## config.mk

```make
export PLATFORM = sky130hd
export DESIGN_NAME = lpir_regs
export DESIGN_NICKNAME = d
export VERILOG_FILES = /design/src/include/lpir_pkg.sv /design/src/logic/lpir_regs.sv
export SDC_FILE = /design/constraint.sdc
export NUM_CORES = 1
export LEC_CHECK = 0
export BUFFER_PORTS_ARGS = -buffer_cell sky130_fd_sc_hd__buf_2
export CORE_UTILIZATION = 60
export DETAILED_ROUTE_END_ITERATION = 16
export PLACE_DENSITY_LB_ADDON = 0.2
export SKIP_LAST_GASP = 1
export SLEW_MARGIN = 40
export SYNTH_ARGS = -nofsm -noshare
export SYNTH_HDL_FRONTEND = slang
export SYNTH_SLANG_ARGS = --single-unit
```

## constraint.sdc

```tcl
create_clock -name CLK -period 3.4 [get_ports CLK]
set_input_delay 0.17 -clock CLK [delete_from_list [all_inputs] [get_ports CLK]]
set_output_delay 0.17 -clock CLK [all_outputs]
set_load 0.005 [all_outputs]
```

## src/include/lpir_pkg.sv

```systemverilog
// constants for the light/proximity interrupt register bank
// assumes an 8-bit register port driven by an external serial slave engine
package lpir_pkg;
   localparam logic [3:0] ADDR_INT_CTRL  = 4'h2;
   localparam logic [3:0] ADDR_NEAR_LT   = 4'h3;
   localparam logic [3:0] ADDR_NEAR_HT   = 4'h4;
   localparam logic [3:0] ADDR_LIGHT_TH1 = 4'h5;
   localparam logic [3:0] ADDR_LIGHT_TH2 = 4'h6;
   localparam logic [3:0] ADDR_LIGHT_TH3 = 4'h7;
   localparam logic [3:0] ADDR_NEAR_RES  = 4'h8;
   localparam logic [3:0] ADDR_LIGHT_RL  = 4'h9;
   localparam logic [3:0] ADDR_LIGHT_RH  = 4'hA;
   localparam logic [3:0] ADDR_TEST_ONE  = 4'hE;
   localparam logic [3:0] ADDR_TEST_TWO  = 4'hF;

   // interrupt control register fields
   localparam int BIT_NEAR_FLAG   = 7;
   localparam int BIT_NEAR_PRS_HI = 6;
   localparam int BIT_NEAR_PRS_LO = 5;
   localparam int BIT_SPARE       = 4;
   localparam int BIT_LIGHT_FLAG  = 3;
   localparam int BIT_LIGHT_PRS_HI = 2;
   localparam int BIT_LIGHT_PRS_LO = 1;
   localparam int BIT_COMBINE     = 0;

   localparam logic [7:0] RST_INT_CTRL  = 8'h00;
   localparam logic [7:0] RST_NEAR_LT   = 8'h00;
   localparam logic [7:0] RST_NEAR_HT   = 8'hFF;
   localparam logic [7:0] RST_LIGHT_TH1 = 8'h00;
   localparam logic [7:0] RST_LIGHT_TH2 = 8'hF0;
   localparam logic [7:0] RST_LIGHT_TH3 = 8'hFF;
   localparam logic [7:0] RST_RESULT    = 8'h00;
   localparam logic [7:0] RST_TEST      = 8'h00;
   localparam logic [7:0] READ_UNMAPPED = 8'h00;
   localparam logic [3:0] UPPER_UNUSED  = 4'h0;

   // consecutive-trip counts for persistence codes 00..11
   localparam logic [4:0] PERSIST_C0 = 5'h01;
   localparam logic [4:0] PERSIST_C1 = 5'h04;
   localparam logic [4:0] PERSIST_C2 = 5'h08;
   localparam logic [4:0] PERSIST_C3 = 5'h10;
   localparam logic [4:0] CNT_ZERO   = 5'h00;
   localparam logic [4:0] CNT_ONE    = 5'h01;
endpackage

```

## src/logic/lpir_regs.sv

```systemverilog
// register bank, persistence counters and interrupt pin of the light/proximity sensor
// assumes a serial slave engine presents single-cycle byte writes and a held read address;
// conversion results arrive with a one-cycle done pulse, all synchronous to CLK
//
// What this block does, and what its host must do
// (RQ1) proximity flag bit 7, cleared writing zero
// (RQ2) both flags read zero after reset
// (RQ3) proximity persistence bits 6:5: 1/4/8/16 trips
// (RQ4) host writes zero to bit 4
// (RQ5) light flag bit 3, cleared writing zero
// (RQ6) light persistence bits 2:1: 1/4/8/16 conversions
// (RQ7) combine bit 0 low: OR drives pin low
// (RQ8) combine bit 0 high: AND drives pin low
// (RQ9) proximity low threshold, reset 0x00
// (RQ10) proximity high threshold, reset 0xFF
// (RQ11) light low threshold from 0x05 and 0x06[3:0]
// (RQ12) light high threshold from 0x06[7:4], 0x07
// (RQ13) read-only proximity result, reset zero
// (RQ14) read-only light result, upper nibble zero
// (RQ15) test registers reset zero, host keeps zero
// (RQ16) light event when result outside window
// (RQ17) proximity event when result above high threshold
// (RQ18) proximity flag self-clears below low threshold
// (RQ19) pin released high when combination false
`timescale 1ns/100ps
module lpir_regs
(
   input  wire logic        CLK,
   input  wire logic        NRST,
   input  wire logic [3:0]  REG_ADDR,
   input  wire logic [7:0]  REG_WDATA,
   input  wire logic        REG_WR,
   output logic      [7:0]  REG_RDATA,
   input  wire logic        NEAR_DONE,
   input  wire logic [7:0]  NEAR_DATA,
   input  wire logic        LIGHT_DONE,
   input  wire logic [11:0] LIGHT_DATA,
   output logic             INT_N,
   output logic             TEST_ACTIVE
);

   function automatic logic [4:0] persist_target(input logic [1:0] code);
      case (code)
         2'b00:   persist_target = lpir_pkg::PERSIST_C0;
         2'b01:   persist_target = lpir_pkg::PERSIST_C1;
         2'b10:   persist_target = lpir_pkg::PERSIST_C2;
         default: persist_target = lpir_pkg::PERSIST_C3;
      endcase
   endfunction

   // counters saturate so a long run never wraps back under the target
   function automatic logic [4:0] bump(input logic [4:0] cnt);
      bump = (cnt == lpir_pkg::PERSIST_C3) ? cnt : cnt + lpir_pkg::CNT_ONE;
   endfunction

   logic [7:0]  ctrl_reg;
   logic [7:0]  near_low_limit_reg;
   logic [7:0]  near_high_limit_reg;
   logic [7:0]  th1_reg;
   logic [7:0]  th2_reg;
   logic [7:0]  th3_reg;
   logic [7:0]  near_result_reg;
   logic [11:0] light_result_reg;
   logic [7:0]  test_mode_one_reg;
   logic [7:0]  test_mode_two_reg;
   logic [4:0]  near_hi_cnt_reg;
   logic [4:0]  near_lo_cnt_reg;
   logic [4:0]  light_cnt_reg;

   logic [11:0] light_low_limit;
   logic [11:0] light_high_limit;
   logic [4:0]  near_persist_count;
   logic [4:0]  light_persist_count;
   logic        wr_ctrl;
   logic        near_trip_hi;
   logic        near_trip_lo;
   logic        light_trip;
   logic        near_set;
   logic        near_self_clr;
   logic        near_host_clr;
   logic        light_set;
   logic        light_host_clr;
   logic        near_flag;
   logic        light_event_flag;
   logic        near_flag_next;
   logic        light_flag_next;
   logic [4:0]  near_hi_cnt_next;
   logic [4:0]  near_lo_cnt_next;
   logic [4:0]  light_cnt_next;
   logic [7:0]  ctrl_next;
   logic [7:0]  rdata_next;
   logic        int_n_next;

   assign near_flag        = ctrl_reg[lpir_pkg::BIT_NEAR_FLAG];
   assign light_event_flag = ctrl_reg[lpir_pkg::BIT_LIGHT_FLAG];

   assign light_low_limit  = {th2_reg[3:0], th1_reg}; // RQ11
   assign light_high_limit = {th3_reg, th2_reg[7:4]}; // RQ12

   assign near_persist_count  = persist_target(
      ctrl_reg[lpir_pkg::BIT_NEAR_PRS_HI:lpir_pkg::BIT_NEAR_PRS_LO]); // RQ3
   assign light_persist_count = persist_target(
      ctrl_reg[lpir_pkg::BIT_LIGHT_PRS_HI:lpir_pkg::BIT_LIGHT_PRS_LO]); // RQ6

   // thresholds are compared with the fresh result, not the stored one
   assign near_trip_hi = NEAR_DATA > near_high_limit_reg; // RQ17
   assign near_trip_lo = NEAR_DATA < near_low_limit_reg; // RQ18
   assign light_trip   = (LIGHT_DATA < light_low_limit)
                       | (LIGHT_DATA > light_high_limit); // RQ16

   assign near_hi_cnt_next = !NEAR_DONE ? near_hi_cnt_reg :
                             near_trip_hi ? bump(near_hi_cnt_reg) : lpir_pkg::CNT_ZERO;
   assign near_lo_cnt_next = !NEAR_DONE ? near_lo_cnt_reg :
                             near_trip_lo ? bump(near_lo_cnt_reg) : lpir_pkg::CNT_ZERO;
   assign light_cnt_next   = !LIGHT_DONE ? light_cnt_reg :
                             light_trip ? bump(light_cnt_reg) : lpir_pkg::CNT_ZERO;

   assign near_set      = NEAR_DONE & near_trip_hi
                        & (near_hi_cnt_next >= near_persist_count); // RQ3
   assign near_self_clr = NEAR_DONE & near_trip_lo
                        & (near_lo_cnt_next >= near_persist_count); // RQ18
   assign light_set     = LIGHT_DONE & light_trip
                        & (light_cnt_next >= light_persist_count); // RQ6

   assign wr_ctrl        = REG_WR & (REG_ADDR == lpir_pkg::ADDR_INT_CTRL);
   assign near_host_clr  = wr_ctrl & ~REG_WDATA[lpir_pkg::BIT_NEAR_FLAG]; // RQ1
   assign light_host_clr = wr_ctrl & ~REG_WDATA[lpir_pkg::BIT_LIGHT_FLAG]; // RQ5

   // a fresh event outranks a clear landing in the same cycle
   assign near_flag_next  = near_set
                          | (near_flag & ~near_host_clr & ~near_self_clr); // RQ1
   assign light_flag_next = light_set | (light_event_flag & ~light_host_clr); // RQ5

   // writing one to a flag bit leaves it alone; bit 4 is stored as written
   assign ctrl_next = {near_flag_next,
                       wr_ctrl ? REG_WDATA[lpir_pkg::BIT_NEAR_PRS_HI:lpir_pkg::BIT_SPARE] // RQ4
                               : ctrl_reg[lpir_pkg::BIT_NEAR_PRS_HI:lpir_pkg::BIT_SPARE],
                       light_flag_next,
                       wr_ctrl ? REG_WDATA[lpir_pkg::BIT_LIGHT_PRS_HI:lpir_pkg::BIT_COMBINE]
                               : ctrl_reg[lpir_pkg::BIT_LIGHT_PRS_HI:lpir_pkg::BIT_COMBINE]};

   // pin follows the flags' next state so it moves with the flag bits
   assign int_n_next = ctrl_reg[lpir_pkg::BIT_COMBINE]
                     ? ~(near_flag_next & light_flag_next)   // RQ8
                     : ~(near_flag_next | light_flag_next);  // RQ7 RQ19

   assign rdata_next =
      (REG_ADDR == lpir_pkg::ADDR_INT_CTRL)  ? ctrl_reg :
      (REG_ADDR == lpir_pkg::ADDR_NEAR_LT)   ? near_low_limit_reg :
      (REG_ADDR == lpir_pkg::ADDR_NEAR_HT)   ? near_high_limit_reg :
      (REG_ADDR == lpir_pkg::ADDR_LIGHT_TH1) ? th1_reg :
      (REG_ADDR == lpir_pkg::ADDR_LIGHT_TH2) ? th2_reg :
      (REG_ADDR == lpir_pkg::ADDR_LIGHT_TH3) ? th3_reg :
      (REG_ADDR == lpir_pkg::ADDR_NEAR_RES)  ? near_result_reg : // RQ13
      (REG_ADDR == lpir_pkg::ADDR_LIGHT_RL)  ? light_result_reg[7:0] :
      (REG_ADDR == lpir_pkg::ADDR_LIGHT_RH)
         ? {lpir_pkg::UPPER_UNUSED, light_result_reg[11:8]} : // RQ14
      (REG_ADDR == lpir_pkg::ADDR_TEST_ONE)  ? test_mode_one_reg :
      (REG_ADDR == lpir_pkg::ADDR_TEST_TWO)  ? test_mode_two_reg :
      lpir_pkg::READ_UNMAPPED;

   always_ff @(posedge CLK or negedge NRST)
   begin
      if (!NRST)
      begin
         ctrl_reg        <= lpir_pkg::RST_INT_CTRL; // RQ2
         near_hi_cnt_reg <= lpir_pkg::CNT_ZERO;
         near_lo_cnt_reg <= lpir_pkg::CNT_ZERO;
         light_cnt_reg   <= lpir_pkg::CNT_ZERO;
         INT_N           <= 1'b1;
      end
      else
      begin
         ctrl_reg        <= ctrl_next;
         near_hi_cnt_reg <= near_hi_cnt_next;
         near_lo_cnt_reg <= near_lo_cnt_next;
         light_cnt_reg   <= light_cnt_next;
         INT_N           <= int_n_next;
      end
   end

   always_ff @(posedge CLK or negedge NRST)
   begin
      if (!NRST)
      begin
         near_low_limit_reg  <= lpir_pkg::RST_NEAR_LT; // RQ9
         near_high_limit_reg <= lpir_pkg::RST_NEAR_HT; // RQ10
         th1_reg             <= lpir_pkg::RST_LIGHT_TH1; // RQ11
         th2_reg             <= lpir_pkg::RST_LIGHT_TH2; // RQ12
         th3_reg             <= lpir_pkg::RST_LIGHT_TH3; // RQ12
         test_mode_one_reg   <= lpir_pkg::RST_TEST; // RQ15
         test_mode_two_reg   <= lpir_pkg::RST_TEST; // RQ15
      end
      else if (REG_WR)
      begin
         case (REG_ADDR)
            lpir_pkg::ADDR_NEAR_LT:   near_low_limit_reg  <= REG_WDATA; // RQ9
            lpir_pkg::ADDR_NEAR_HT:   near_high_limit_reg <= REG_WDATA; // RQ10
            lpir_pkg::ADDR_LIGHT_TH1: th1_reg             <= REG_WDATA;
            lpir_pkg::ADDR_LIGHT_TH2: th2_reg             <= REG_WDATA;
            lpir_pkg::ADDR_LIGHT_TH3: th3_reg             <= REG_WDATA;
            lpir_pkg::ADDR_TEST_ONE:  test_mode_one_reg   <= REG_WDATA;
            lpir_pkg::ADDR_TEST_TWO:  test_mode_two_reg   <= REG_WDATA;
            default:                  th1_reg             <= th1_reg;
         endcase
      end
   end

   // result registers ignore host writes
   always_ff @(posedge CLK or negedge NRST)
   begin
      if (!NRST)
      begin
         near_result_reg  <= lpir_pkg::RST_RESULT; // RQ13
         light_result_reg <= {lpir_pkg::UPPER_UNUSED, lpir_pkg::RST_RESULT};
         REG_RDATA        <= lpir_pkg::READ_UNMAPPED;
         TEST_ACTIVE      <= 1'b0;
      end
      else
      begin
         if (NEAR_DONE)
            near_result_reg <= NEAR_DATA; // RQ13
         if (LIGHT_DONE)
            light_result_reg <= LIGHT_DATA; // RQ14
         REG_RDATA   <= rdata_next;
         // only flags the condition; test behaviour itself lives elsewhere
         TEST_ACTIVE <= |{test_mode_one_reg, test_mode_two_reg}; // RQ15
      end
   end

   AST_NEAR_SET: assert property (@(posedge CLK) disable iff (!NRST) // RQ17
      near_set |=> near_flag)
      else $error("proximity flag not set after qualifying conversion");

   AST_NEAR_HOST_CLR: assert property (@(posedge CLK) disable iff (!NRST) // RQ1
      (near_host_clr && !near_set) |=> !near_flag)
      else $error("proximity flag survived host clear");

   AST_LIGHT_HOST_CLR: assert property (@(posedge CLK) disable iff (!NRST) // RQ5
      (light_host_clr && !light_set) |=> !light_event_flag)
      else $error("light flag survived host clear");

   AST_LIGHT_NO_SPURIOUS: assert property (@(posedge CLK) disable iff (!NRST) // RQ16
      (!light_event_flag && !(LIGHT_DONE && light_trip)) |=> !light_event_flag)
      else $error("light flag rose without an out-of-window conversion");

   AST_PERSIST_FOUR: assert property (@(posedge CLK) disable iff (!NRST) // RQ3
      (ctrl_reg[6:5] == 2'b01 && !near_flag && near_hi_cnt_reg < 5'h03) |=> !near_flag)
      else $error("proximity flag set before four trips");

   AST_LIGHT_PERSIST: assert property (@(posedge CLK) disable iff (!NRST) // RQ6
      (ctrl_reg[2:1] == 2'b11 && !light_event_flag && light_cnt_reg < 5'h0F)
      |=> !light_event_flag)
      else $error("light flag set before sixteen conversions");

   AST_OR_PIN: assert property (@(posedge CLK) disable iff (!NRST) // RQ7
      (!ctrl_reg[0] && $stable(ctrl_reg[0])) |-> (INT_N == !(near_flag | light_event_flag)))
      else $error("pin does not follow OR of flags");

   AST_AND_PIN: assert property (@(posedge CLK) disable iff (!NRST) // RQ8
      (ctrl_reg[0] && $stable(ctrl_reg[0])) |-> (INT_N == !(near_flag & light_event_flag)))
      else $error("pin does not follow AND of flags");

   AST_SELF_CLR: assert property (@(posedge CLK) disable iff (!NRST) // RQ18
      (near_self_clr && !near_set) |=> !near_flag ##1 1'b1)
      else $error("proximity flag not cleared below low threshold");

   AST_RESULT_HIGH_ZERO: assert property (@(posedge CLK) disable iff (!NRST) // RQ14
      (REG_ADDR == lpir_pkg::ADDR_LIGHT_RH) |=> REG_RDATA[7:4] == 4'h0)
      else $error("unused light result bits read nonzero");

   // checked one edge on, so the first clock inside reset needs no known state
   AST_FLAGS_IN_RESET: assert property (@(posedge CLK) // RQ2
      !NRST
      |=> (!near_flag && !light_event_flag && INT_N))
      else $error("flags or pin active while in reset");

   AST_INT_RELEASED: assert property (@(posedge CLK) disable iff (!NRST) // RQ19
      (!near_flag && !light_event_flag)
      |-> INT_N)
      else $error("pin low with both flags clear");

   AST_NEAR_PERSIST_HOLD: assert property (@(posedge CLK) disable iff (!NRST) // RQ3
      (ctrl_reg[6:5] == 2'b11 && !near_flag && near_hi_cnt_reg < 5'h0F)
      |=> !near_flag)
      else $error("proximity flag set before sixteen trips");

   AST_NEAR_NO_SPURIOUS: assert property (@(posedge CLK) disable iff (!NRST) // RQ17
      (!near_flag && !(NEAR_DONE && near_trip_hi))
      |=> !near_flag)
      else $error("proximity flag rose without a high conversion");

   AST_LIGHT_SET: assert property (@(posedge CLK) disable iff (!NRST) // RQ5
      light_set
      |=> light_event_flag)
      else $error("light flag not set after qualifying conversion");

   AST_NEAR_FLAG_HOLD: assert property (@(posedge CLK) disable iff (!NRST) // RQ1
      (near_flag && !near_host_clr && !near_self_clr)
      |=> near_flag)
      else $error("proximity flag dropped without a clear");

   AST_LIGHT_FLAG_HOLD: assert property (@(posedge CLK) disable iff (!NRST) // RQ5
      (light_event_flag && !light_host_clr)
      |=> light_event_flag)
      else $error("light flag dropped without a clear");

   AST_NEAR_RES_LOAD: assert property (@(posedge CLK) disable iff (!NRST) // RQ13
      NEAR_DONE
      |=> (near_result_reg == $past(NEAR_DATA)))
      else $error("proximity result not captured");

   AST_NEAR_RES_RO: assert property (@(posedge CLK) disable iff (!NRST) // RQ13
      !NEAR_DONE
      |=> $stable(near_result_reg))
      else $error("proximity result changed without a conversion");

   AST_LIGHT_RES_RO: assert property (@(posedge CLK) disable iff (!NRST) // RQ14
      !LIGHT_DONE
      |=> $stable(light_result_reg))
      else $error("light result changed without a conversion");

   AST_TEST_QUIET: assert property (@(posedge CLK) disable iff (!NRST) // RQ15
      (test_mode_one_reg == lpir_pkg::RST_TEST && test_mode_two_reg == lpir_pkg::RST_TEST)
      |=> !TEST_ACTIVE)
      else $error("test status raised with both test registers clear");

   AST_NEAR_LT_HOLD: assert property (@(posedge CLK) disable iff (!NRST) // RQ9
      !(REG_WR && REG_ADDR == lpir_pkg::ADDR_NEAR_LT)
      |=> $stable(near_low_limit_reg))
      else $error("proximity low threshold changed without a write");

   AST_NEAR_HT_WRITE: assert property (@(posedge CLK) disable iff (!NRST) // RQ10
      (REG_WR && REG_ADDR == lpir_pkg::ADDR_NEAR_HT)
      |=> (near_high_limit_reg == $past(REG_WDATA)))
      else $error("proximity high threshold write lost");

   AST_LIGHT_LIMITS: assert property (@(posedge CLK) disable iff (!NRST) // RQ11
      (REG_WR && REG_ADDR == lpir_pkg::ADDR_LIGHT_TH1)
      |=> (light_low_limit[7:0] == $past(REG_WDATA)))
      else $error("light low threshold byte not placed low");

   AST_LIGHT_HIGH_NIBBLE: assert property (@(posedge CLK) disable iff (!NRST) // RQ12
      (REG_WR && REG_ADDR == lpir_pkg::ADDR_LIGHT_TH2)
      |=> (light_high_limit[3:0] == $past(REG_WDATA[7:4])))
      else $error("light high threshold nibble misplaced");

   AST_LIGHT_WINDOW: assert property (@(posedge CLK) disable iff (!NRST) // RQ16
      (LIGHT_DONE && LIGHT_DATA >= light_low_limit && LIGHT_DATA <= light_high_limit)
      |=> (light_cnt_reg == lpir_pkg::CNT_ZERO))
      else $error("in-window light conversion did not end the run");

   AST_RDATA_CTRL: assert property (@(posedge CLK) disable iff (!NRST) // RQ1
      (REG_ADDR == lpir_pkg::ADDR_INT_CTRL)
      |=> (REG_RDATA == $past(ctrl_reg)))
      else $error("interrupt register read data wrong");

endmodule

```

==> results.md, run 1 <==
* Crit start category: register
* Post-Synth Adder-Cell Area at 11.2%
* Vias per std cell at 6.18
* Max reg flops at 12
* # H-tree levels at 3
* GPL Wtd Cong at 0.961
* Cells along the critical path: inv_1, ha_1, a211oi_1, o21ai_0, a21oi_1, o21bai_2, and2_4, o41ai_4, a22oi_2, ha_1, nor3_2, a21boi_2, o21ai_1, a21oi_1, a22oi_2, buf_4, inv_1
* Mapped Area at 0.00632 sq mm
* Status: completed
* Ant. Diodes at 0
* Max IR drop VDD at 0.435 mV
* DRT Pass-1 Iters at 5
* Least-Margin Pin Slew at 707 ps
* Seq cells post-synth at 109
* Top cells by count, synth: 88 x dfrtp_1, 76 x mux2_2, 56 x ha_1
* CP startpoint: th1_reg[2]
* Synth Area in Compound Gates at 13.6%
* Share of cells above drive strength 1 at 32.9%
* Leakage at 3.26 nW
* Core ar. at 0.0103 sq mm
* CP required at 3680 ps
* Data arrival, critical path at 3550 ps
* Post-synthesis cell count at 606
* Unique masters post-synth at 56
* Top FF cell, synth: dfrtp_1
* Pwr/cell area at 559 mW/mm^2
* Final setup vio count at 0
* Largest cells by area after synthesis: dfrtp_1 35%, mux2_2 14%, ha_1 11%
* Number of port buffers at 46
* XOR/XNOR Fraction of Synth Area at 0.277%
* Fin Setup TNS at 0 ps
* Grt ovf at 0
* Final net count at 759
* CP endpoint kind: register
* Post-route insts no fill at 807
* Post-Syn Area per Cell at 10.4 sq um
* Clk Latency, worst-skew pair at 390 ps
* # Max-Cap Violations at 0
* Yosys top cell area share at 34.8%
* Async set-reset flop share out of synthesis at 100%
* Vias in the first global route at 4962
* Hold path startpoint: LIGHT_DATA[8]
* DRT Wirelength at 15900 um
* Effective utilization at floorplan at 61.5%
* Post-Syn Nets at 699
* Slew Limit Headroom at 52.6%
* Pin count of the biggest net entering global routing at 63
* I/O pins at 47
* Total track usage at 30.3%
* CTS Buf Count at 9
* Sequential cell area fraction in the yosys report at 43.5%
* Placed insts at 784
* Chip height at 105 um
* Maximum clock frequency at 306 MHz
* Critical Path Max Stage Delay at 380 ps
* Via Count at 4991
* Worst hold path type: in2reg
* Die X-Extent at 105 um
* Final Max Slew Viols at 0
* Initial antenna violation count at 0
* Die ar. at 0.0110 sq mm
* Post-synth EDFFs at 0
* Post-synthesis mux area share at 15.2%
* Worst Clk Skew at 19.6 ps
* Clock Sinks at 109
* Routed Antenna Nets at 0
* Final period util at 96.3%
* Worst-path maximum fanout at 4
* RSZ-0062 raised after global routing: yes
* Drc violations at 0
* R2r startpoint: th1_reg[2]
* CP Class: reg2reg
* Fin util at 70.2%
* Clk root buf: clkbuf_8
* Final Hold Vio Count at 0
* Warnings, synthesis at 0
* Top cell type by total area after synthesis: dfrtp_1
* DP HPWL at 11700 um
* Routed len/inst at 19.7 um
* Clock Pin Slew Worst Setup and Hold Paths at 100 ps
* Initial DRC Count at 426
* Slowest CP cell: dfrtp_1
* Final min period at 3270 ps
* Area grow syn2layout at 14.1%
* Largest family of logic cells by synthesized area: multiplexers
* First-pass GRT wire length at 25500 um
* Post-synthesis simple-gate area fraction at 11.8%
* CTS tree: yes
* Row Count at 37
* Most common cell in the netlist: dfrtp_1
* Maximum root-to-sink buffer count at 2
-- layout make-up --
| class | instances | area, sq um |
|---|---|---|
| Multi-Input combinational cell | 428 | 3500 |
| Fill cell | 805 | 3060 |
| Sequential cell | 109 | 2750 |
| Timing Repair Buffer | 65 | 382 |
| Inverter | 53 | 199 |
| Tap cell | 136 | 170 |
| Clock buffer | 10 | 138 |
| Clock inverter | 6 | 71.3 |
-- routing by layer --
metal	GRT usage [%]	vias up	share of wire [%]
met1	41.4	2453	43
li1	-	2298	-
met2	48.9	196	47
met3	4.87	44	6.1
met4	11.3	0	3.4
met5	0	-	0
-- power by group --
| group | leakage (nW) | switching, W | internal [W] |
|---|---|---|---|
| clock | 0.0991 | 0.000459 | 0.000366 |
| combinational | 1.86 | 0.000691 | 0.000666 |
| sequential | 1.30 | 0.000239 | 0.00161 |
| total | 3.26 | 0.00139 | 0.00264 |
-- critical path, delay by kind of cell, from the launching register on --
| family | cells | cell delay [ps] |
|---|---|---|
| AOI/OAI and AO/OA | 10 | 1620 |
| DFF | 1 | 380 |
| adders and majority gates | 2 | 590 |
| buffers and inverters | 3 | 220 |
| and+or+nand+nor | 2 | 370 |
-- through the flow --
stage          setup WS (ps)  instance area (sq um)  hold slack (ps)  total power [W]
2_1_floorplan            245                   6320             -126          0.00261
4_1_cts                 8.29                   7050             47.2          0.00392
3_5_place_dp            -138                   6740              315          0.00303
6_report                 127                   7210             63.2          0.00403
3_3_place_gp           -8.39                   6740              304          0.00296
5_1_grt                -33.2                   7210             52.8          0.00430
-- logic make-up (layout without fill, tap and decap cells) --
kind of cell / count (synthesis) / in the layout
adders and majority gates: 57 / 57
buffers and inverters: 69 / 134
and+or+nand+nor: 149 / 149
AOI/OAI and AO/OA: 136 / 136
DFF: 109 / 109
xor gates and xnor gates: 2 / 2
muxes: 84 / 84
-- cells in the final DEF, fill, tap and decap left out, drive strengths merged, types with 11 or more instances in the layout --
cell,n
ha,56
nand2,54
nor3,11
a21oi,33
mux2,76
o21ai,46
buf,64
nand3,11
inv,54
dfstp,21
dfrtp,88
nor2,29
-- path summary, 6_finish.rpt --
kind,end,slack [ps],cells after the start
min in group asynchronous,light_cnt_reg[0],340,2
worst max register to register,ctrl_reg[3],130,17
worst min register to register,REG_RDATA[4],490,2
max in group asynchronous,near_high_limit_reg[6],2230,3
worst min-delay path,light_result_reg[8],60,2
worst max-delay path,ctrl_reg[3],130,17
-- timing repair --
item	in CTS	in global routing
hold buffers	1	0
endpoints found under the hold margin	52	0
gates resized for setup	12	30
setup buffers	1	6
endpoints found under the setup margin	2	3
pin swaps	3	25
cloned	0	0
Power figures use the tool's default switching activity.
==> run 2, diff against run 1 <==
Settings changed: PLACE_DENSITY set to 0.8, PLACE_DENSITY_LB_ADDON 0.2 to not set.
==> results.md, run 2 (synthesis gave the netlist of run 1 again) <==
* WHS Path Cells at 2
* Clk root buf: clkbuf_8
* Number of fill cells at 777
* Die X-Extent at 105 um
* Reg area at 0.00275 sq mm
* Grt ovf at 0
* Clock power share at 19.8%
* Total track usage at 29.9%
* Reg2Reg Depth at 16
* Leakage at 3.27 nW
* Routed len/inst at 20.3 um
* Routed Antenna Nets at 0
* Drc violations at 0
* Total power at 0.00403 W
* Initial DRC Count at 356
* CP Class: reg2reg
* Maximum root-to-sink buffer count at 2
* Final Max Slew Viols at 0
* Effective utilization at floorplan at 61.5%
* Net Sw Frac at 35.1%
* Data arrival, critical path at 3800 ps
* FF-to-FF setup slack at -70 ps
* Final setup vio count at 2
* Least-Margin Pin Slew at 708 ps
* # H-tree levels at 3
* Max IR drop VDD at 0.330 mV
* Pwr/cell area at 558 mW/mm^2
* DP HPWL at 11700 um
* DRT Pass-1 Iters at 5
* Failing checks: negative setup slack
* First-pass GRT wire length at 25100 um
* Initial antenna violation count at 0
* CTS tree: yes
* Die ar. at 0.0110 sq mm
* WP buf/inv at 2
* Final Hold Vio Count at 0
* Maximum clock frequency at 288 MHz
* Clk Latency, worst-skew pair at 390 ps
* Worst path top cell family by delay: compound AO/OA/AOI/OAI gates
* Vias in the first global route at 5052
* Row Count at 37
* Hold path startpoint: NEAR_DATA[0]
* Area grow syn2layout at 14.1%
* Chip height at 105 um
* Slowest CP cell: dfstp_2
* Worst Clk Skew at 15.2 ps
* Commonest non-fill, non-tap cell in the layout: dfrtp_1
* Pin count of the biggest net entering global routing at 61
* Cells along the critical path: inv_1, ha_1, a211oi_2, o21bai_1, buf_4, o31ai_4, and2_4, o41ai_4, a22oi_2, ha_1, nor3_2, a21boi_2, o21ai_1, a21oi_1, a22oi_2, maj3_2
* Ant. Diodes at 0
* Clock Sinks at 109
* Commonest cells after routing, fill and taps aside: 88 x dfrtp_1, 75 x mux2_2, 52 x nand2_1
* Core ar. at 0.0103 sq mm
* Slew Limit Headroom at 52.5%
* Final Hold Slack at 37.6 ps
* Sw Pwr at 0.00141 W
* Vias per std cell at 6.28
* Number of port buffers at 46
* Final net count at 760
* Clock Pin Slew Worst Setup and Hold Paths at 110 ps
* Final min period at 3470 ps
* Worst r2r dst: INT_N
* Max reg flops at 12
* DRT Wirelength at 16400 um
* Worst-path maximum fanout at 3
* Combinational Power Share at 34.1%
* Multi-input gate area at 0.00351 sq mm
* Seq pwr share at 46.1%
* Critical path depth in cells at 16
* Share of cells above drive strength 1 at 32.9%
* # Max-Cap Violations at 0
* Hold Path Sink: near_result_reg[0]
* Final period util at 102%
* Crit start category: register
* Status: finished, violations left
* I/O pins at 47
* Via Count at 5074
* Worst setup margin at -69.4 ps
* R2r startpoint: th3_reg[4]
* Critical Path Max Stage Delay at 540 ps
* CTS Buf Count at 9
* Cell Int Power at 0.00261 W
* Worst hold path type: in2reg
* CP endpoint kind: register
* GPL Wtd Cong at 0.982
* CP required at 3730 ps
==> run 2: cell types whose count changed in the layout (fill, tap and decap cells not counted), sizes merged <==
cell / previous run / this run
buf: 64 / 65
clkinvlp: 2 / 1
clkbuf: 10 / 9
inv: 54 / 53
clkinv: 2 / 5
==> run 2: final cells by class <==
type	count	share of cell area, %
tap	136	2.36
inverter	53	2.76
clock buffer	9	1.72
sequential	109	38.1
clock inverter	7	0.919
timing repair buffer	66	5.51
multi-input combinational	428	48.6
==> run 2: stage by stage <==
step	setup WS, ps	TNS (ps)	cells	utilization [%]	instance area (sq um)
after floorplan	245	0	606	-	6320
after global placement	8.97	0	783	65.5	6730
after detailed placement	-122	-147	783	65.5	6730
after CTS	16.4	0	801	67.7	6960
after global routing	-223	-439	808	70.2	7220
final	-69.4	-134	808	70.2	7220
==> run 2: worst max-delay path by stage <==
stage | startpoint | end | slack [ps]
2_1_floorplan | th3_reg[3] | INT_N | 240
3_3_place_gp | th3_reg[5] | INT_N | 9
3_5_place_dp | th3_reg[7] | INT_N | -120
4_1_cts | th3_reg[3] | INT_N | 20
5_1_grt | th3_reg[4] | INT_N | -220
6_report | th3_reg[4] | INT_N | -70
==> run 2: power groups by stage <==
stage	clock (W)	combinational, W	sequential, W
final	0.000795	0.00137	0.00186
after global routing	0.000854	0.00153	0.00188
after detailed placement	0	0.00117	0.00186
after floorplan	0	0.000829	0.00178
after CTS	0.000803	0.00120	0.00184
after global placement	0	0.00111	0.00184
==> run 2: layer usage <==
metal	wire [um]	GRT usage, %	part of all wire, %
met4	667	14.3	4.1
met1	6810	38.9	42
met5	0	0	0
met2	7990	49.1	49
met3	924	4.37	5.6
==> run 2: timing repair <==
action                                 in CTS  in global routing
setup endpoints to repair                   2                  3
pin swaps                                   2                 17
buffers inserted                            1                  7
hold buffers                                1                  0
resized for setup                           5                 35
endpoints found under the hold margin      49                  0
==> run 3, diff against run 2 <==
Settings changed: CORE_UTILIZATION 60 to 30, MAX_ROUTING_LAYER set to met4, PLACE_DENSITY 0.8 to not set, SLEW_MARGIN 40 to 20.
==> results.md, run 3 (synthesis gave the netlist of run 1 again) <==
* Status: completed
* Final Instance Area at 0.00735 sq mm
* Initial DRC Count at 331
* # H-tree levels at 3
* First-pass GRT wire length at 26400 um
* Via Count at 4783
* Crit start category: register
* Max reg flops at 12
* Clock Sinks at 109
* Pin count of the biggest net entering global routing at 64
* Max IR drop VDD at 0.288 mV
* Worst hold path type: in2reg
* Routed Antenna Nets at 0
* Final min period at 3310 ps
* RSZ-0062 raised after global routing: yes
* Leakage at 3.29 nW
* Final period util at 97.2%
* Ant. Diodes at 0
* Final Hold Vio Count at 0
* Clock Pin Slew Worst Setup and Hold Paths at 70 ps
* Drc violations at 0
* DRT Pass-1 Iters at 5
* I/O pins at 47
* Least-Margin Pin Slew at 986 ps
* Post-route insts no fill at 941
* Die X-Extent at 147 um
* Slew Limit Headroom at 34.1%
* Worst setup margin at 93.6 ps
* Vias per std cell at 5.08
* CTS Buf Count at 9
* Row Count at 52
* Commonest cells after routing, fill and taps aside: 88 x dfrtp_1, 75 x mux2_2, 52 x nand2_1, 52 x ha_1, 49 x inv_1
* Data arrival, critical path at 3600 ps
* Initial antenna violation count at 0
* Number of fill cells at 2066
* DRT Wirelength at 16700 um
* GPL Wtd Cong at 0.862
* CP endpoint kind: register
* # Max-Cap Violations at 0
* CP Class: reg2reg
* Routed len/inst at 17.8 um
* Clk root buf: clkbuf_16
* Final net count at 759
* CP required at 3690 ps
* Place WS at -83.8 ps
* Effective utilization at floorplan at 31.0%
* Vias in the first global route at 4730
* CTS tree: yes
* Placed Area at 0.00692 sq mm
* Maximum root-to-sink buffer count at 2
* Placed insts at 920
* Maximum clock frequency at 302 MHz
* Chip height at 147 um
* Share of cells above drive strength 1 at 30.4%
* Grt ovf at 0
* Pwr/cell area at 563 mW/mm^2
* Core ar. at 0.0204 sq mm
* DP HPWL at 12700 um
* Final Max Slew Viols at 0
* Total track usage at 16.6%
* Final setup vio count at 0
* Die ar. at 0.0217 sq mm
* Worst Clk Skew at 6.17 ps
* Number of port buffers at 46
* Commonest non-fill, non-tap cell in the layout: dfrtp_1
* Worst-path maximum fanout at 4
* Total power at 0.00413 W
* Area grow syn2layout at 16.2%
* Clk Latency, worst-skew pair at 360 ps
* Fin util at 36.0%
run 3: worst max-delay path: stages (launching register included):
cell and delay, ps:
dfstp_2 550, inv_4 50, ha_4 260, nand4_1 120, or2_0 240, mux2_4 280
o31ai_4 60, buf_4 150, and2_4 160, o21ai_0 80, a22o_1 280, ha_1 270
a21boi_2 140, o21ai_1 80, a21oi_1 150, a22oi_2 80, maj3_2 290
run 3: path summary, 6_finish.rpt:
check                      depth (start not counted)          from  slack (ps)                endpoint
max                                               16    th3_reg[0]          90                   INT_N
min                                                2  NEAR_DATA[0]         110      near_result_reg[0]
max reg2reg                                       16    th3_reg[0]          90                   INT_N
min reg2reg                                        2   ctrl_reg[4]         490            REG_RDATA[4]
max in group asynchronous                          3          NRST        2060  near_high_limit_reg[6]
min in group asynchronous                          2          NRST         450            REG_RDATA[1]
run 3: metrics by stage:
stage / hold slack, ps / TNS (ps)
finish: 106 / 0
global route: 120 / -93.2
CTS: 90.2 / 0
detailed placement: 324 / -83.8
global placement: 331 / 0
floorplan: -126 / 0
run 3: where the power goes:
part	internal [W]	switching (W)
registers	0.00161	0.000231
logic	0.000636	0.000652
clock network	0.000516	0.000487
total	0.00276	0.00137
run 3: what timing repair did:
| action | 4_1_cts | 5_1_grt |
|---|---|---|
| hold buffers | 1 | 0 |
| endpoints found under the setup margin | 1 | 3 |
| resized for setup | 6 | 17 |
| buffers inserted | 2 | 2 |
| hold endpoints to repair | 51 | 0 |
| pin swaps | 4 | 13 |
run 3: final cells by class:
class	count	area, sq um	area share [%]
inverters	53	201	2.74
flip-flops and latches	109	2750	37.5
clock buffers	12	246	3.35
repair buffers	65	378	5.14
clock inverters	4	23.8	0.324
multi-input cells	428	3410	46.4
well taps	270	338	4.60
run 3: routing by layer:
metal / vias up / share of wire (%) / global-route usage [%]
li1: 2303 / - / -
met1: 2359 / 48 / 22.7
met2: 107 / 46 / 25.1
met3: 14 / 4.3 / 2.89
met4: 0 / 1.3 / 4.48
met5: - / 0 / -
